===== src/inc/btbcc_cfg.svh =====
// constants for the bit toggle / branch / call / clear executor
`ifndef BTBCC_CFG_SVH
`define BTBCC_CFG_SVH
`define BTBCC_OPC_BTG 4'h7
`define BTBCC_OPC_BOV 8'hE4
`define BTBCC_OPC_BZ 8'hE0
`define BTBCC_OPC_CALL 7'h76
`define BTBCC_OPC_CLEAR_REGISTER_OP 7'h35
`define BTBCC_Z_BIT 2
`define BTBCC_OV_BIT 3
`define BTBCC_LITOFF_MAX 8'h5F
`define BTBCC_ACCESS_SPLIT 8'h60
`define BTBCC_SFR_BANK 4'hF
`define BTBCC_PC_STEP 21'h000002
`define BTBCC_CLR_VALUE 8'h00
`define BTBCC_REG_CTRL 4'h0
`define BTBCC_REG_STATUS 4'h1
`define BTBCC_REG_BANK 4'h2
`define BTBCC_REG_WORK 4'h3
`define BTBCC_REG_INDEX 4'h4
`define BTBCC_REG_PC 4'h5
`define BTBCC_REG_SHADOW 4'h6
`define BTBCC_CTRL_EXT_BIT 0
`define BTBCC_CTRL_RUN_BIT 1
`define BTBCC_RST_STATUS 8'h00
`define BTBCC_RST_PC 21'h000000
`endif


===== src/inc/btbcc_pkg.sv =====
// types for the bit toggle / branch / call / clear executor
package btbcc_pkg;
    typedef enum logic [1:0] {PH_Q1, PH_Q2, PH_Q3, PH_Q4} btbcc_phase_e;
    typedef enum logic [2:0] {OP_NOP, OP_BTG, OP_BOV, OP_BZ, OP_CALL, OP_CLEAR_REGISTER_OP} btbcc_op_e;
    typedef struct packed {
        logic rd;
        logic wr;
        logic [11:0] addr;
        logic [7:0] wdata;
    } btbcc_dmem_s;
    typedef struct packed {
        logic push;
        logic [20:0] data;
    } btbcc_stack_s;
    typedef struct packed {
        btbcc_phase_e phase;
        btbcc_op_e op;
        logic [15:0] instr;
        logic [20:0] pc;
        logic flush;
        logic run;
        logic ext_en;
        logic [7:0] status;
        logic [7:0] bank_select_register;
        logic [7:0] wreg;
        logic [11:0] index;
        logic [7:0] working_shadow;
        logic [7:0] flags_shadow;
        logic [7:0] bank_shadow;
        btbcc_dmem_s dm;
        btbcc_stack_s stk;
        logic [31:0] rdata;
    } btbcc_state_s;
endpackage


===== src/hdl/btbcc_core.sv =====
// executor for bit toggle, overflow/zero branch, call and clear
`timescale 1ns/1ns
`include "btbcc_cfg.svh"
module btbcc_core #(
    parameter int AW = 12,
    parameter int PW = 21
) (
    input wire logic clk_sys,
    input wire logic reset,
    input wire logic [3:0] bus_addr,
    input wire logic [31:0] bus_wdata,
    input wire logic bus_wr,
    input wire logic bus_rd,
    output logic [31:0] bus_rdata,
    output logic [PW-1:0] prog_addr,
    input wire logic [15:0] prog_data,
    output btbcc_pkg::btbcc_dmem_s dmem_req,
    input wire logic [7:0] dmem_rdata,
    output btbcc_pkg::btbcc_stack_s return_stack_top,
    output btbcc_pkg::btbcc_phase_e phase
);
    btbcc_pkg::btbcc_state_s s_r;
    btbcc_pkg::btbcc_state_s s_nxt;
    logic [AW-1:0] faddr;
    logic [PW-1:0] btarget;

    function automatic btbcc_pkg::btbcc_op_e decode(input logic [15:0] w);
        if (w[15:12] == `BTBCC_OPC_BTG) begin
            decode = btbcc_pkg::OP_BTG;
        end else if (w[15:8] == `BTBCC_OPC_BOV) begin
            decode = btbcc_pkg::OP_BOV;
        end else if (w[15:8] == `BTBCC_OPC_BZ) begin
            decode = btbcc_pkg::OP_BZ;
        end else if (w[15:9] == `BTBCC_OPC_CALL) begin
            decode = btbcc_pkg::OP_CALL;
        end else if (w[15:9] == `BTBCC_OPC_CLEAR_REGISTER_OP) begin
            decode = btbcc_pkg::OP_CLEAR_REGISTER_OP;
        end else begin
            decode = btbcc_pkg::OP_NOP;
        end
    endfunction

    // address is resolved from the word being fetched in the decode phase
    btbcc_fsel #(.AW(AW)) u_fsel (
        .f(prog_data[7:0]),
        .acc_sel(prog_data[8]),
        .ext_en(s_r.ext_en),
        .bank_sel(s_r.bank_select_register),
        .index(s_r.index),
        .addr(faddr)
    );

    btbcc_btgt #(.PW(PW)) u_btgt (
        .pc_inc(s_r.pc),
        .offset(s_r.instr[7:0]),
        .target(btarget)
    );

    always_comb begin
        s_nxt = s_r;
        s_nxt.dm.rd = 1'b0;
        s_nxt.dm.wr = 1'b0;
        s_nxt.stk.push = 1'b0;
        s_nxt.rdata = 32'h0000_0000;
        // register port, ahead of the core so that core updates win
        if (bus_wr) begin
            if (bus_addr == `BTBCC_REG_CTRL) begin
                s_nxt.ext_en = bus_wdata[`BTBCC_CTRL_EXT_BIT];
                s_nxt.run = bus_wdata[`BTBCC_CTRL_RUN_BIT];
            end else if (bus_addr == `BTBCC_REG_STATUS) begin
                s_nxt.status = bus_wdata[7:0];
            end else if (bus_addr == `BTBCC_REG_BANK) begin
                s_nxt.bank_select_register = bus_wdata[7:0];
            end else if (bus_addr == `BTBCC_REG_WORK) begin
                s_nxt.wreg = bus_wdata[7:0];
            end else if (bus_addr == `BTBCC_REG_INDEX) begin
                s_nxt.index = bus_wdata[AW-1:0];
            end else if (bus_addr == `BTBCC_REG_PC) begin
                s_nxt.pc = bus_wdata[PW-1:0];
            end
        end
        if (bus_rd) begin
            if (bus_addr == `BTBCC_REG_CTRL) begin
                s_nxt.rdata = {30'h0, s_r.run, s_r.ext_en};
            end else if (bus_addr == `BTBCC_REG_STATUS) begin
                s_nxt.rdata = {24'h0, s_r.status};
            end else if (bus_addr == `BTBCC_REG_BANK) begin
                s_nxt.rdata = {24'h0, s_r.bank_select_register};
            end else if (bus_addr == `BTBCC_REG_WORK) begin
                s_nxt.rdata = {24'h0, s_r.wreg};
            end else if (bus_addr == `BTBCC_REG_INDEX) begin
                s_nxt.rdata = {20'h0, s_r.index};
            end else if (bus_addr == `BTBCC_REG_PC) begin
                s_nxt.rdata = {11'h0, s_r.pc};
            end else if (bus_addr == `BTBCC_REG_SHADOW) begin
                s_nxt.rdata = {8'h0, s_r.bank_shadow, s_r.flags_shadow, s_r.working_shadow};
            end
        end
        if (s_r.run) begin
            case (s_r.phase)
                btbcc_pkg::PH_Q1: begin
                    s_nxt.phase = btbcc_pkg::PH_Q2;
                    if (s_r.flush) begin
                        s_nxt.op = btbcc_pkg::OP_NOP;
                    end else begin
                        s_nxt.instr = prog_data;
                        s_nxt.op = decode(prog_data);
                        s_nxt.pc = s_r.pc + `BTBCC_PC_STEP;
                        s_nxt.dm.addr = faddr;
                        s_nxt.dm.rd = (decode(prog_data) == btbcc_pkg::OP_BTG) ||
                            (decode(prog_data) == btbcc_pkg::OP_CLEAR_REGISTER_OP);
                    end
                end
                btbcc_pkg::PH_Q2: begin
                    s_nxt.phase = btbcc_pkg::PH_Q3;
                    if (s_r.op == btbcc_pkg::OP_CALL) begin
                        s_nxt.stk.push = 1'b1;
                        s_nxt.stk.data = s_r.pc + `BTBCC_PC_STEP;
                    end
                end
                btbcc_pkg::PH_Q3: begin
                    s_nxt.phase = btbcc_pkg::PH_Q4;
                    if (s_r.op == btbcc_pkg::OP_BTG) begin
                        s_nxt.dm.wr = 1'b1;
                        s_nxt.dm.wdata = dmem_rdata ^ (8'h01 << s_r.instr[11:9]);
                    end else if (s_r.op == btbcc_pkg::OP_CLEAR_REGISTER_OP) begin
                        s_nxt.dm.wr = 1'b1;
                        s_nxt.dm.wdata = `BTBCC_CLR_VALUE;
                        s_nxt.status[`BTBCC_Z_BIT] = 1'b1;
                    end else if (s_r.op == btbcc_pkg::OP_CALL && s_r.instr[8]) begin
                        s_nxt.working_shadow = s_r.wreg;
                        s_nxt.flags_shadow = s_r.status;
                        s_nxt.bank_shadow = s_r.bank_select_register;
                    end
                end
                btbcc_pkg::PH_Q4: begin
                    s_nxt.phase = btbcc_pkg::PH_Q1;
                    s_nxt.flush = 1'b0;
                    if ((s_r.op == btbcc_pkg::OP_BOV && s_r.status[`BTBCC_OV_BIT]) ||
                        (s_r.op == btbcc_pkg::OP_BZ && s_r.status[`BTBCC_Z_BIT])) begin
                        s_nxt.pc = btarget;
                        s_nxt.flush = 1'b1;
                    end else if (s_r.op == btbcc_pkg::OP_CALL) begin
                        // second word is on the program port in this phase
                        s_nxt.pc = {prog_data[11:0], s_r.instr[7:0], 1'b0};
                        s_nxt.flush = 1'b1;
                    end
                end
                default: begin
                    s_nxt.phase = btbcc_pkg::PH_Q1;
                end
            endcase
        end
    end

    always_ff @(posedge clk_sys) begin
        if (reset) begin
            s_r <= '0;
            s_r.phase <= btbcc_pkg::PH_Q1;
            s_r.op <= btbcc_pkg::OP_NOP;
            s_r.status <= `BTBCC_RST_STATUS;
            s_r.pc <= `BTBCC_RST_PC;
        end else begin
            s_r <= s_nxt;
        end
    end

    assign bus_rdata = s_r.rdata;
    assign prog_addr = s_r.pc;
    assign dmem_req = s_r.dm;
    assign return_stack_top = s_r.stk;
    assign phase = s_r.phase;

    logic q1_run;
    logic q3_run;
    logic q4_run;
    logic f_op;
    assign q1_run = s_r.run && s_r.phase == btbcc_pkg::PH_Q1;
    assign q3_run = s_r.run && s_r.phase == btbcc_pkg::PH_Q3;
    assign q4_run = s_r.run && s_r.phase == btbcc_pkg::PH_Q4;
    assign f_op = s_r.op == btbcc_pkg::OP_BTG || s_r.op == btbcc_pkg::OP_CLEAR_REGISTER_OP;
endmodule


===== src/hdl/btbcc_fsel.sv =====
// file operand address resolution: bank, access bank, literal offset
`timescale 1ns/1ns
`include "btbcc_cfg.svh"
module btbcc_fsel #(
    parameter int AW = 12
) (
    input wire logic [7:0] f,
    input wire logic acc_sel,
    input wire logic ext_en,
    input wire logic [7:0] bank_sel,
    input wire logic [AW-1:0] index,
    output logic [AW-1:0] addr
);
    always_comb begin
        if (acc_sel) begin
            addr = {bank_sel[AW-9:0], f};
        end else if (ext_en && f <= `BTBCC_LITOFF_MAX) begin
            addr = index + {{(AW-8){1'b0}}, f};
        end else if (f < `BTBCC_ACCESS_SPLIT) begin
            addr = {{(AW-8){1'b0}}, f};
        end else begin
            addr = {`BTBCC_SFR_BANK, f};
        end
    end
endmodule


===== src/hdl/btbcc_btgt.sv =====
// relative branch target: incremented pc plus doubled signed offset
`timescale 1ns/1ns
module btbcc_btgt #(
    parameter int PW = 21
) (
    input wire logic [PW-1:0] pc_inc,
    input wire logic [7:0] offset,
    output logic [PW-1:0] target
);
    always_comb begin
        target = pc_inc + {{(PW-9){offset[7]}}, offset, 1'b0};
    end
endmodule


===== config.mk =====
export PLATFORM = sky130hd
export DESIGN_NAME = btbcc_core
export DESIGN_NICKNAME = d
export VERILOG_FILES = /design/src/inc/btbcc_pkg.sv /design/src/hdl/btbcc_core.sv /design/src/hdl/btbcc_fsel.sv /design/src/hdl/btbcc_btgt.sv
export VERILOG_INCLUDE_DIRS = /design/src /design/src/inc
export SDC_FILE = /design/constraint.sdc
export NUM_CORES = 1
export LEC_CHECK = 0
export ABC_AREA = 0
export BUFFER_PORTS_ARGS = -buffer_cell sky130_fd_sc_hd__buf_2
export CAP_MARGIN = 20
export CORE_MARGIN = 4
export CORE_UTILIZATION = 35
export CTS_BUF_LIST = sky130_fd_sc_hd__clkbuf_16
export CTS_CLUSTER_SIZE = 25
export DETAILED_ROUTE_END_ITERATION = 12
export SYNTH_ARGS = -nofsm -noshare
export SYNTH_HDL_FRONTEND = slang
export SYNTH_SLANG_ARGS = --single-unit

===== constraint.sdc =====
create_clock -name clk_sys -period 7 [get_ports clk_sys]
set_input_delay 0.35 -clock clk_sys [delete_from_list [all_inputs] [get_ports clk_sys]]
set_output_delay 0.35 -clock clk_sys [all_outputs]
set_load 0.005 [all_outputs]

======== Yosys cells after proc, flatten, opt, wreduce, memory -nomap -nowiden ========
Cells that the tools add are included.
word-level totals
  memories ................................ 0
  output and inout bits ................... 99
  input port bits ......................... 64
  RAM bits ................................ 0
  word-level logic and storage cells ...... 148
  flip-flop bits (word level) ............. 177
  memory bits (read-only) ................. 0
  latch bits .............................. 0
operators by class
  reduce and logical (&&, ||, !) cells .... 29
  eq/ne operators ......................... 21
  bitwise gates (word level) .............. 14
  div/mod/pow operators ................... 0
  shift-type cells ........................ 1
  multiply operators ...................... 0
  mux-type cells .......................... 51
  $add $sub $neg .......................... 3
  magnitude comparators ................... 2
operators with widths
  kind                                                                           number
  21-bit 2-to-1 mux                                                              10
  22-bit 2-to-1 mux                                                              4
  12-bit 2-to-1 mux                                                              6
  31-bit 2-to-1 mux                                                              2
  8-bit 2-to-1 mux                                                               7
  21-bit case mux with 2 select lines                                            1
  3-bit 2-to-1 mux                                                               10
  28-bit 2-to-1 mux                                                              1
  21-bit by 2-bit adder with 21-bit output (second input constant)               1
  21-bit adder                                                                   1
  20-bit 2-to-1 mux                                                              1
  4-bit by 3-bit equality test with 1-bit output (second input constant)         4
  8-bit equality test (second input constant)                                    2
  1-bit inverter                                                                 13
  12-bit by 8-bit adder with 12-bit output                                       1
  3-bit AND reduction                                                            4
  5-bit AND reduction                                                            2
  3-bit equality test (second input constant)                                    3
  3-bit OR reduction                                                             3
  9-bit OR reduction                                                             1
  4-bit by 2-bit equality test with 1-bit output (second input constant)         2
  8-bit by 7-bit <= comparator with 1-bit output (second input constant)         1
  8-bit by 7-bit less-than comparator with 1-bit output (second input constant)  1
  2-bit case mux with 4 select lines                                             1
  24 further kinds                                                               39

======== Logic depth before layout (Yosys ltp) ========
Gate-level depths: netlist of run 1.
  depth after elaboration ................. 12
  gate-level depth with buffers ........... 10
  mapped depth without buffers ............ 10

======== Cells and area by module ========
Synthesis of run 1 repeated with hierarchy kept, for this count alone.
second synthesis, totals
  cell total of the unflattened synthesis .. 1313
  area, all modules ....................... 10418.7 um^2
modules (own cells, without submodules)
  module      times used  area an instance (um^2)  seq. area each (um^2)  cells each
  btbcc_core  1           8749.6                   3383.2                 1084
  btbcc_btgt  1           1008.5                   0.0                    133
  btbcc_fsel  1           660.6                    0.0                    96

======== Worst setup path before layout of run 1 ========
No wires, ideal clock.
  kind .................................... register to register
  start point ............................. reg s_r[167] in the netlist's numbering
  end point ............................... reg s_r (netlist bit prog_addr[18])
  setup time .............................. 0.130 ns
  required time ........................... 6.870 ns
  setup slack ............................. 4.607 ns
  path buffers ............................ 0
  period minus slack after synthesis ...... 2.393 ns
  stages on the path, launching flop included .. 9
  arrival ................................. 2.263 ns
  cells stage by stage .................... dfxtp_1 -> ha_1 -> o21ai_0 -> or4b_2 -> a31oi_1 -> a31oi_1 -> xor2_1 -> a21oi_1 -> o31ai_1
on the way
  longest elaborated chain between the ends .. 4
ends and longest elaborated chain
  item                                 RTL line           text
  from (decl)                          btbcc_core.sv:22   btbcc_pkg::btbcc_state_s s_r;
  from (signal assigned)               btbcc_core.sv:164  s_r <= s_nxt;
  21-bit adder                         btbcc_btgt.sv:11   target = pc_inc + {{(PW-9){offset[7]}}, offset, 1'b0};
  22-bit 2-to-1 mux                    btbcc_core.sv:139  if ((s_r.op == btbcc_pkg::OP_BOV && s_r.status[`BTBCC_OV_BIT]) ||
  21-bit case mux with 2 select lines  btbcc_core.sv:100  case (s_r.phase)
  22-bit 2-to-1 mux                    btbcc_core.sv:99   if (s_r.run) begin
No other way between the ends.
A chain may end at the register's enable or synchronous reset.

======== Worst setup path after layout of run 1 ========
Ends and elaborated chain as after synthesis.

==> results of run 1 <==
-- power by group --
part / internal [mW] / switching, mW
registers: 0.968 / 0.0121
logic: 0.0438 / 0.0889
clock network: 0.469 / 0.455
total: 1.48 / 0.556
-- worst max-delay path by stage --
stage                                to  slack [ps]  cells past startpoint
4_1_cts        prog_addr[18]$_SDFF_PP0_        4160                      8
5_1_grt        prog_addr[18]$_SDFF_PP0_        3900                      8
3_5_place_dp   prog_addr[18]$_SDFF_PP0_        4190                      8
2_1_floorplan  prog_addr[18]$_SDFF_PP0_        4610                      8
3_3_place_gp   prog_addr[18]$_SDFF_PP0_        4170                      8
6_report       prog_addr[18]$_SDFF_PP0_        4090                      8
-- per-layer routing --
| layer | up-vias | part of all wire [%] |
|---|---|---|
| met4 | 2 | 2.2 |
| li1 | 4341 | - |
| met5 | - | 0.022 |
| met1 | 4287 | 46 |
| met2 | 452 | 42 |
| met3 | 51 | 9.8 |
-- layout by cell type, fill, tap and decap left out, types with 6 or more instances in the layout --
cell and n:
sky130_fd_sc_hd__inv_1 19, sky130_fd_sc_hd__xnor2_1 21, sky130_fd_sc_hd__and3_1 13, sky130_fd_sc_hd__o22ai_1 13, sky130_fd_sc_hd__nand3_1 27, sky130_fd_sc_hd__buf_2 142
sky130_fd_sc_hd__nor2_1 123, sky130_fd_sc_hd__a21o_1 9, sky130_fd_sc_hd__o21ai_0 38, sky130_fd_sc_hd__ha_1 32, sky130_fd_sc_hd__nand4_1 7, sky130_fd_sc_hd__dfxtp_1 169
sky130_fd_sc_hd__mux2i_1 43, sky130_fd_sc_hd__xor2_1 23, sky130_fd_sc_hd__a22o_1 7, sky130_fd_sc_hd__a22oi_1 24, sky130_fd_sc_hd__a31oi_1 14, sky130_fd_sc_hd__clkbuf_16 17
sky130_fd_sc_hd__a21oi_1 116, sky130_fd_sc_hd__nand2_1 202, sky130_fd_sc_hd__a221oi_1 13, sky130_fd_sc_hd__nor2b_1 12, sky130_fd_sc_hd__buf_4 11, sky130_fd_sc_hd__nor3_1 11
sky130_fd_sc_hd__or3_1 6, sky130_fd_sc_hd__conb_1 8, sky130_fd_sc_hd__nand2b_1 8, sky130_fd_sc_hd__a211oi_1 32
-- logic make-up after synthesis --
logic type | synth area share (%)
flops | 33.9
simple gates | 21.2
xor+xnor | 3.87
mux | 4.43
compound gates | 20.7
buf+inv | 11.4
fa+ha+maj | 4.42
other cells | 0.0376
-- state kept, by name, summed over array words and instances (netlist names) --
signal            flops
bus_rdata            24
dmem_req             22
phase                 2
prog_addr            21
return_stack_top     22
s_r                  78
-- through the flow --
stage / setup slack, ps / hold WS (ps) / power (mW)
after floorplan: 4610 / 432 / 1.08
after global placement: 4170 / 438 / 1.13
after detailed placement: 4190 / 446 / 1.13
after CTS: 4160 / 110 / 2.05
after global routing: 3900 / 134 / 2.11
final: 4090 / 124 / 2.04
-- worst reg2reg max path, cell delays in order, from the launching register on --
cell	delay [ps]
sky130_fd_sc_hd__dfxtp_1	780
sky130_fd_sc_hd__ha_1	430
sky130_fd_sc_hd__o21ai_0	250
sky130_fd_sc_hd__or4b_2	610
sky130_fd_sc_hd__a31oi_1	210
sky130_fd_sc_hd__a31oi_1	80
sky130_fd_sc_hd__xor2_1	180
sky130_fd_sc_hd__a21oi_1	90
sky130_fd_sc_hd__o31ai_1	210
-- cell type report --
| type | instances | area [um^2] | area share [%] |
|---|---|---|---|
| inverter | 19 | 71.3 | 0.661 |
| clock buffer | 17 | 425 | 3.94 |
| multi-input combinational | 907 | 5490 | 50.9 |
| tap | 378 | 473 | 4.38 |
| sequential | 169 | 3380 | 31.4 |
| timing repair buffer | 154 | 808 | 7.49 |
| clock inverter | 14 | 136 | 1.26 |
==> Implementation_results.wiki, run 1 <==
{| class="wikitable"
! Metric !! Value
|-
| Worst flop-to-flop path endpoint || prog_addr[18]$_SDFF_PP0_
|-
| Yosys warnings || 0
|-
| Peak supply drop || 0.158 mV
|-
| Avg Cell Area, Syn || 7.92 um^2
|-
| CP Launch Point || s_r[167]$_SDFFE_PP0P_
|-
| Required time at the endpoint of the critical path || 7350 ps
|-
| Buffer count from post-CTS setup fixing || 0
|-
| Biggest area consumer among synthesized cells || sky130_fd_sc_hd__dfxtp_1
|-
| Cell count after synthesis || 1,259
|-
| Violation count after the first detailed-routing iteration || 1,061
|-
| Area fraction of the dominant cell type after synthesis || 33.9%
|-
| Seq/Total Area, Yosys || 33.9%
|-
| H-tree depth || 4
|-
| Die Y-Extent || 177 um
|-
| Global router's overall resource usage || 20.2%
|-
| Wirelength per Cell || 19.5 um
|-
| Worst hold stages || 2
|-
| DRC violation count after routing || 0
|-
| Cell depth of the worst flop-to-flop path || 8
|-
| Largest delay share family, worst path || compound AO/OA/AOI/OAI gates
|-
| Antenna Diode Count || 0
|-
| Total iterations of the first detailed-routing run || 5
|-
| Source of the worst register-to-register timing path || s_r[167]$_SDFFE_PP0P_
|-
| Clock latency reported for the late side of the worst-skew pair || 430 ps
|-
| Maximum achievable frequency || 344 MHz
|-
| Horizontal die dimension || 177 um
|-
| Tightest Hold Check Type || in -> reg
|-
| Buffer cell driving the clock tree root || sky130_fd_sc_hd__clkbuf_16
|-
| Total count of max-transition violations in the final report || 0
|-
| Number of buffer and inverter instances along the worst setup path || 0
|-
| Number of clock sinks || 169
|-
| Area growth from synthesis to final layout || 8.26%
|-
| Post-route clock skew || 12.4 ps
|-
| Fraction of the core area covered by cells at the end of the flow || 38.6%
|-
| Post-synth design cell area || 0.00997 mm^2
|-
| Cell repeated most along the worst path || sky130_fd_sc_hd__a31oi_1
|-
| Number of placed cells counting well taps || 1,627
|-
| Max transition margin || 31.5%
|-
| Tmin final || 2910 ps
|-
| Post-layout nets || 1,366
|-
| Number of buffers created by CTS || 17
|-
| Initial antenna violation count || 1
|-
| Commonest cells post-synth || sky130_fd_sc_hd__nand2_1, sky130_fd_sc_hd__dfxtp_1, sky130_fd_sc_hd__nor2_1
|-
| Setup violators final || 0
|-
| Most common cell in the synthesized netlist || sky130_fd_sc_hd__nand2_1
|-
| Startpoint Class || flip-flop
|-
| Final-layout fill cell count || 2,973
|-
| Most used DFF post-synth || sky130_fd_sc_hd__dfxtp_1
|-
| Source of the worst hold timing path || prog_data[13]
|-
| Area of the core || 0.0279 mm^2
|-
| Number of placement rows || 61
|-
| Via count of the first global-routing pass || 8,302
|-
| Post-route non-filler standard cell count || 1,658
|-
| Final hold violation count || 0
|-
| GRT Residual Overflow || 0
|-
| Post-synthesis async set-or-reset flop share || 0%
|-
| Total of hold buffers inserted after clock tree synthesis || 0
|-
| Register bit count reported by yosys || 169
|-
| Layer with the highest usage || met1
|-
| Largest net degree at the start of global routing || 76
|-
| Non-Filler Cell Area, Final || 0.0108 mm^2
|-
| Setup slack, reg-to-reg || 4090 ps
|-
| Leading post-synthesis cells by cell area || sky130_fd_sc_hd__dfxtp_1, sky130_fd_sc_hd__buf_4, sky130_fd_sc_hd__nand2_1
|-
| First-pass GRT wire length || 49,100 um
|-
| DRT antenna net count || 0
|-
| RSZ-0062 raised after global routing || no
|-
| Nature of the critical path endpoint || flip-flop
|-
| Fraction of final layout cells sized beyond drive strength 1 || 16.4%
|-
| Stage delay of the slowest cell on the critical path || 780 ps
|-
| Start-to-end type of the worst setup path || reg -> reg
|-
| Worst slew pin tran || 1020 ps
|-
| Post-Route Setup TNS || 0 ps
|-
| Clock transition at the register clock pins on the worst setup and hold paths after CTS || 70 ps
|-
| Static leakage || 4.18 nW
|-
| Gpl congestion || 0.936
|-
| Slowest stage cell on the critical path || sky130_fd_sc_hd__dfxtp_1
|-
| Hold Path End || dmem_req[21]$_SDFF_PP0_
|-
| Hpwl dp || 23,700 um
|-
| Starting Density || 35.7%
|-
| Post-synth EDFFs || 0
|-
| DIE AREA || 0.0312 mm^2
|-
| Routed vias/inst || 5.51
|-
| Quantity of I/O buffers inserted on ports || 143
|-
| TritonCTS clock tree || done
|-
| Number of different library cells in the post-synthesis netlist || 84
|-
| Cells along the critical path || ha_1 -> o21ai_0 -> or4b_2 -> a31oi_1 -> a31oi_1 -> xor2_1 -> a21oi_1 -> o31ai_1
|-
| Global-route track usage on met3 || 4.19%
|-
| Total via count after detailed routing || 9,133
|-
| Resized cells post-CTS || 0
|-
| Met1 Track Usage GR || 30.1%
|-
| GR Util met2 || 29.4%
|-
| Data arrival at the endpoint of the critical path || 3260 ps
|-
| Routed WL || 32,300 um
|-
| Power per cell area || 189 mW/mm^2
|-
| Total placed instance area || 0.0102 mm^2
|-
| Run status || finished, final reports clean
|-
| Post-route clock period utilization || 41.6%
|-
| Number of primary I/O pins || 163
|-
| CTS Buffer Depth || 2
|-
| Worst-path fanout max || 15
|-
| Max-cap violations || 0
|}
(Power assumes the default switching activity.)
==> run 2: changes to the inputs <==
==> constraint.sdc (replaced) <==
create_clock -name clk_sys -period 2.9 [get_ports clk_sys]
set_input_delay 0.145 -clock clk_sys [delete_from_list [all_inputs] [get_ports clk_sys]]
set_output_delay 0.145 -clock clk_sys [all_outputs]
set_load 0.005 [all_outputs]
==> run 2 against run 1 <==
Effect of this change:
- critical path type unchanged
- largest power group unchanged
- worst hold slack worse by 110 ps
- maximum frequency grew 7.7%
- global-route usage increased by 0.57 points
- clock power rose to 2.6 times the previous value
==> Implementation_results.wiki, run 2 (synthesis results as in run 1) <==
{| class="wikitable"
! Metric !! Value
|-
| Power per cell area || 452 mW/mm^2 (+140%)
|-
| Number of buffer and inverter instances along the worst setup path || 0 (unchanged)
|-
| DRT antenna net count || 0 (unchanged)
|-
| Worst-path fanout max || 6 (-9)
|-
| Tightest Hold Check Type || in -> reg
|-
| Cells along the critical path || ha_1 -> fa_1 -> a21o_1 -> a21oi_1 -> o21ai_1 -> a211oi_1 -> xnor2_1 -> nand2_1 -> a221oi_1
|-
| Total via count after detailed routing || 9,345 (+2.3%)
|-
| Number of placement rows || 61 (unchanged)
|-
| Storage element area || 0.00338 mm^2 (unchanged)
|-
| Non-Filler Cell Area, Final || 0.0112 mm^2 (+3.8%)
|-
| Worst slew pin tran || 847 ps (-175 ps)
|-
| Post-route clock period utilization || 93.2% (+52 points)
|-
| GRT Residual Overflow || 0 (unchanged)
|-
| Peak supply drop || 0.360 mV (+130%)
|-
| First-pass GRT wire length || 50,400 um (+2.7%)
|-
| Total iterations of the first detailed-routing run || 6 (+1)
|-
| Tmin final || 2700 ps (-208 ps)
|-
| Quantity of I/O buffers inserted on ports || 143 (unchanged)
|-
| Maximum achievable frequency || 370 MHz (+7.7%)
|-
| Number of placed cells counting well taps || 1,657 (+1.8%)
|-
| DIE AREA || 0.0312 mm^2 (unchanged)
|-
| Slowest stage cell on the critical path || sky130_fd_sc_hd__fa_1
|-
| Total design power || 5.06 mW (+150%)
|-
| Clock transition at the register clock pins on the worst setup and hold paths after CTS || 80 ps (about the same)
|-
| Required time at the endpoint of the critical path || 3240 ps (-4110 ps)
|-
| Final-layout fill cell count || 2,966 (-0.24%)
|-
| Post-route non-filler standard cell count || 1,700 (+2.5%)
|-
| Max-cap violations || 0 (unchanged)
|-
| Start-to-end type of the worst setup path || reg -> reg
|-
| TritonCTS clock tree || done
|-
| Post-Route Setup TNS || 0 ps (unchanged)
|-
| Startpoint Class || flip-flop
|-
| Routed WL || 33,200 um (+2.7%)
|-
| Number of primary I/O pins || 163 (unchanged)
|-
| Largest net degree at the start of global routing || 57 (-25%)
|-
| Flip-flop count of the largest register after layout || 78 (unchanged)
|-
| Clock latency reported for the late side of the worst-skew pair || 440 ps (about the same)
|-
| Hpwl dp || 25,200 um (+6.1%)
|-
| Nature of the critical path endpoint || flip-flop
|-
| DRC violation count after routing || 0 (unchanged)
|-
| Largest delay share family, worst path || compound AO/OA/AOI/OAI gates
|-
| Routed vias/inst || 5.50 (-0.21%)
|-
| Gpl congestion || 0.944 (+0.84%)
|-
| Buffer count from post-CTS setup fixing || 0 (unchanged)
|-
| Run status || finished, final reports clean
|-
| Static leakage || 4.42 nW (+5.5%)
|-
| Wirelength per Cell || 19.5 um (+0.14%)
|-
| Starting Density || 35.7% (unchanged)
|-
| Post-route clock skew || 12.5 ps (+0.0889 ps)
|-
| Multi-input combinational cell area || 0.00549 mm^2 (unchanged)
|-
| Die Y-Extent || 177 um (unchanged)
|-
| Max transition margin || 43.4% (+12 points)
|-
| Final hold violation count || 0 (unchanged)
|-
| Post-layout nets || 1,407 (+3.0%)
|-
| Via count of the first global-routing pass || 8,678 (+4.5%)
|-
| Register bank with the most flops || s_r
|-
| Horizontal die dimension || 177 um (unchanged)
|-
| Number of clock sinks || 169 (unchanged)
|-
| Data arrival at the endpoint of the critical path || 3040 ps (-220 ps)
|-
| Antenna Diode Count || 0 (unchanged)
|-
| RSZ-0062 raised after global routing || no
|-
| Total placed instance area || 0.0105 mm^2 (+2.5%)
|-
| Violation count after the first detailed-routing iteration || 1,019 (-4.0%)
|-
| Commonest non-fill, non-tap cell in the layout || sky130_fd_sc_hd__nand2_1
|-
| Total count of max-transition violations in the final report || 0 (unchanged)
|-
| Global router's overall resource usage || 20.7% (+0.57 points)
|-
| Buffer cell driving the clock tree root || sky130_fd_sc_hd__clkbuf_16
|-
| Area of the core || 0.0279 mm^2 (unchanged)
|-
| H-tree depth || 4 (unchanged)
|-
| Setup violators final || 0 (unchanged)
|-
| Stage delay of the slowest cell on the critical path || 410 ps (-370 ps)
|-
| Number of buffers created by CTS || 17 (unchanged)
|-
| Initial antenna violation count || 2 (+1)
|-
| Highest-count cells in the layout ignoring fill and taps || sky130_fd_sc_hd__nand2_1, sky130_fd_sc_hd__dfxtp_1, sky130_fd_sc_hd__buf_2, sky130_fd_sc_hd__nor2_1, sky130_fd_sc_hd__a21oi_1
|-
| Area growth from synthesis to final layout || 12.4%
|-
| CTS Buffer Depth || 2 (unchanged)
|-
| Fraction of final layout cells sized beyond drive strength 1 || 18.2% (+1.8 points)
|}
-- run 2: changes by cell type in the layout (fill, tap and decap cells not counted), moves of 2 or more --
cell                            before  now
sky130_fd_sc_hd__buf_12              0    3
sky130_fd_sc_hd__dlygate4sd3_1       0   11
sky130_fd_sc_hd__buf_4              11   39
sky130_fd_sc_hd__clkinv_8            2    5
sky130_fd_sc_hd__clkinv_4            3    1
-- run 2: layer usage --
| metal | wire (um) | global-route usage (%) |
|---|---|---|
| met5 | 22 | 0 |
| met4 | 831 | 6.38 |
| met3 | 3020 | 3.74 |
| met2 | 14200 | 31.0 |
| met1 | 15100 | 30.4 |
-- run 2: worst reg2reg max path, delay by kind of cell (launching register included) --
kind / cells / cell delay [ps]
xor+xnor: 1 / 150
fa+ha+maj: 2 / 620
simple gates: 1 / 70
flops: 1 / 330
compound gates: 5 / 1430
-- run 2: path summary, 6_finish.rpt --
check                                  end                  start  cells after the start  slack, ps
setup / recovery  prog_addr[13]$_SDFF_PP0_  s_r[160]$_SDFFE_PP0P_                      9        200
hold / removal     bus_rdata[1]$_SDFF_PP0_                 bus_rd                      3         10
setup reg to reg  prog_addr[13]$_SDFF_PP0_  s_r[160]$_SDFFE_PP0P_                      9        200
hold reg to reg       s_r[98]$_SDFFE_PP0P_   s_r[98]$_SDFFE_PP0P_                      2        460
-- run 2: layout make-up --
cell class	instances	share of cell area, %
clock buffers	17	3.80
repair buffers	195	10.5
inverters	19	0.637
clock inverters	15	1.61
flip-flops and latches	169	30.2
well taps	378	4.22
multi-input cells	907	49.1
-- run 2: where the power goes --
part,total (mW),internal [mW],switching [mW]
combinational,0.349,0.123,0.226
sequential,2.36,2.34,0.0200
clock,2.36,1.17,1.18
total,5.06,3.63,1.43
-- run 2: through the flow --
stage	utilization (%)	hold slack [ps]	setup slack (ps)
finish	40.1	11.6	198
CTS	40.1	0.122	253
detailed placement	37.5	376	333
floorplan	-	252	507
global placement	37.5	360	335
global route	40.1	13.4	24.9
-- run 2: what timing repair did --
action | in CTS | in global routing
resized for setup | 0 | 0
hold endpoints to repair | 10 | 0
hold buffers | 11 | 0
setup endpoints to repair | 0 | 0
==> run 3: changes to the inputs <==
--- a/config.mk
+++ b/config.mk
@@ -10,10 +10,12 @@
 export BUFFER_PORTS_ARGS = -buffer_cell sky130_fd_sc_hd__buf_2
 export CAP_MARGIN = 20
 export CORE_MARGIN = 4
-export CORE_UTILIZATION = 35
+export CORE_UTILIZATION = 45
 export CTS_BUF_LIST = sky130_fd_sc_hd__clkbuf_16
 export CTS_CLUSTER_SIZE = 25
 export DETAILED_ROUTE_END_ITERATION = 12
+export GPL_TIMING_DRIVEN = 0
+export PLACE_DENSITY = 0.66
 export SYNTH_ARGS = -nofsm -noshare
 export SYNTH_HDL_FRONTEND = slang
 export SYNTH_SLANG_ARGS = --single-unit
==> run 3 against run 2 <==
Effect of this change:
- sequential power about the same
- sequential share of layout area down 1.2 points
- power is 0.83% lower
- register-to-register slack worse by 40 ps
- largest cell class unchanged
==> Implementation_results.wiki, run 3 (synthesis results as in run 1) <==
{| class="wikitable"
! Metric !! Value
|-
| Run status || finished, final reports clean
|-
| Number of clock sinks || 169 (unchanged)
|-
| H-tree depth || 4 (unchanged)
|-
| Total via count after detailed routing || 9,727 (+4.1%)
|-
| Global router's overall resource usage || 27.6% (+6.9 points)
|-
| Antenna Diode Count || 0 (unchanged)
|-
| Peak supply drop || 0.411 mV (+14%)
|-
| Static leakage || 4.82 nW (+9.1%)
|-
| Number of placement rows || 54 (-11%)
|-
| Largest net degree at the start of global routing || 18 (-68%)
|-
| DRT antenna net count || 0 (unchanged)
|-
| Total design power || 5.02 mW (-0.83%)
|-
| Commonest non-fill, non-tap cell in the layout || sky130_fd_sc_hd__nand2_1
|-
| Fin Hold WS || 16.3 ps (+4.75 ps)
|-
| CTS Buffer Depth || 2 (unchanged)
|-
| Multi-input combinational cell area || 0.00549 mm^2 (-0.14%)
|-
| Gpl congestion || 0.990 (+4.8%)
|-
| Number of primary I/O pins || 163 (unchanged)
|-
| Max transition margin || 29.5% (-14 points)
|-
| GRT Residual Overflow || 0 (unchanged)
|-
| Power per cell area || 430 mW/mm^2 (-4.8%)
|-
| Initial antenna violation count || 0 (-2)
|-
| Flip-flop count of the largest register after layout || 78 (unchanged)
|-
| Tmin final || 2740 ps (+39.7 ps)
|-
| Die Y-Extent || 157 um (-11%)
|-
| Wirelength per Cell || 20.1 um (+3.1%)
|-
| Total iterations of the first detailed-routing run || 6 (unchanged)
|-
| Worst slew pin tran || 1040 ps (+195 ps)
|-
| Routed WL || 34,600 um (+4.3%)
|-
| Required time at the endpoint of the critical path || 3240 ps (about the same)
|-
| Final hold violation count || 0 (unchanged)
|-
| Post-route clock period utilization || 94.5% (+1.4 points)
|-
| First-pass GRT wire length || 52,100 um (+3.3%)
|-
| DRC violation count after routing || 0 (unchanged)
|-
| Highest-count cells in the layout ignoring fill and taps || sky130_fd_sc_hd__nand2_1, sky130_fd_sc_hd__dfxtp_1, sky130_fd_sc_hd__buf_2, sky130_fd_sc_hd__nor2_1, sky130_fd_sc_hd__a21oi_1
|-
| Number of buffers created by CTS || 17 (unchanged)
|-
| Post-Route Setup TNS || 0 ps (unchanged)
|-
| Maximum achievable frequency || 365 MHz (-1.4%)
|-
| Clock transition at the register clock pins on the worst setup and hold paths after CTS || 70 ps (about the same)
|-
| Area growth from synthesis to final layout || 17.1%
|-
| Via count of the first global-routing pass || 8,814 (+1.6%)
|-
| Hpwl dp || 26,900 um (+6.8%)
|-
| Register bank with the most flops || s_r
|-
| Buffer count from post-CTS setup fixing || 0 (unchanged)
|-
| Final-layout fill cell count || 2,136 (-28%)
|-
| Area of the core || 0.0218 mm^2 (-22%)
|-
| Violation count after the first detailed-routing iteration || 996 (-2.3%)
|-
| Routed vias/inst || 5.66 (+2.9%)
|-
| RSZ-0062 raised after global routing || no
|-
| Fraction of the core area covered by cells at the end of the flow || 53.5% (+13 points)
|-
| Max-cap violations || 0 (unchanged)
|-
| Post-layout nets || 1,526 (+8.5%)
|-
| Nature of the critical path endpoint || flip-flop
|-
| Horizontal die dimension || 157 um (-11%)
|-
| Worst-path fanout max || 15 (+9)
|-
| Start-to-end type of the worst setup path || reg -> reg
|-
| Starting Density || 45.7% (+10 points)
|-
| Buffer cell driving the clock tree root || sky130_fd_sc_hd__clkbuf_16
|-
| Fraction of final layout cells sized beyond drive strength 1 || 21.8% (+3.6 points)
|-
| Tightest Hold Check Type || in -> reg
|-
| Total count of max-transition violations in the final report || 0 (unchanged)
|-
| Post-route clock skew || 7.76 ps (-4.75 ps)
|-
| Storage element area || 0.00338 mm^2 (about the same)
|-
| DIE AREA || 0.0246 mm^2 (-21%)
|-
| Clock latency reported for the late side of the worst-skew pair || 440 ps (about the same)
|-
| TritonCTS clock tree || done
|-
| Setup violators final || 0 (unchanged)
|-
| Quantity of I/O buffers inserted on ports || 140 (-2.1%)
|-
| Data arrival at the endpoint of the critical path || 3080 ps (+40 ps)
|-
| Startpoint Class || flip-flop
|}
-- run 3: cell types whose count changed in the layout (fill, tap and decap cells not counted), sizes merged --
cell         previous run  this run
clkbuf                 17        69
bufinv                  0         1
clkinv                  7         3
clkinvlp                0         2
dlygate4sd3            11         3
buf                   184       259
-- run 3: report_power, final --
group | total (mW) | internal, mW | leakage (nW) | switching, mW
logic | 0.370 | 0.129 | 3.18 | 0.241
clock network | 2.28 | 1.22 | 0.281 | 1.07
registers | 2.36 | 2.34 | 1.36 | 0.0281
total | 5.02 | 3.68 | 4.82 | 1.34
-- run 3: through the flow --
step	instance area, um^2	cells	setup WS (ps)
4_1_cts	11700	1720	40.0
3_5_place_dp	11000	1686	-46.5
2_1_floorplan	9990	1266	507
3_3_place_gp	11000	1686	-66.8
5_1_grt	11700	1720	12.6
6_report	11700	1720	158
-- run 3: cell type report --
class | count | share of cell area [%]
buffer | 171 | 9.11
clock buffer | 17 | 3.65
clock inverter | 14 | 1.35
inverter | 19 | 0.611
multi-input combinational | 907 | 47.0
sequential | 169 | 29.0
tap | 280 | 3.00
timing repair buffer | 143 | 6.26
-- run 3: repair_timing --
item,4_1_cts,5_1_grt
endpoints found under the hold margin,2,0
hold buffers,3,0
pin swaps,0,0
cloned,0,0
gates resized for setup,1,3
setup endpoints to repair,1,3
-- run 3: final timing paths --
check	from	end	slack, ps	cells past startpoint
max	s_r[167]$_SDFFE_PP0P_	prog_addr[18]$_SDFF_PP0_	160	8
min	prog_data[10]	s_r[170]$_SDFFE_PP0P_	20	3
max reg2reg	s_r[167]$_SDFFE_PP0P_	prog_addr[18]$_SDFF_PP0_	160	8
min reg2reg	s_r[97]$_SDFFE_PP0P_	s_r[97]$_SDFFE_PP0P_	460	2
-- run 3: per-layer routing --
metal	routed length [um]	GRT usage (%)	part of all wire, %	vias to the layer above
met5	0	0	0	-
li1	-	-	-	4676
met1	15700	40.2	45	4486
met2	14500	41.3	42	489
met4	1190	9.38	3.4	0
met3	3270	4.84	9.4	76
-- run 3: worst max-delay path, cell delays in order, from the launching register on --
cell	delay [ps]
sky130_fd_sc_hd__dfxtp_2	550
sky130_fd_sc_hd__ha_1	370
sky130_fd_sc_hd__o21ai_0	240
sky130_fd_sc_hd__or4b_2	620
sky130_fd_sc_hd__a31oi_1	250
sky130_fd_sc_hd__a31oi_1	80
sky130_fd_sc_hd__xor2_1	220
sky130_fd_sc_hd__a21oi_1	100
sky130_fd_sc_hd__o31ai_1	210
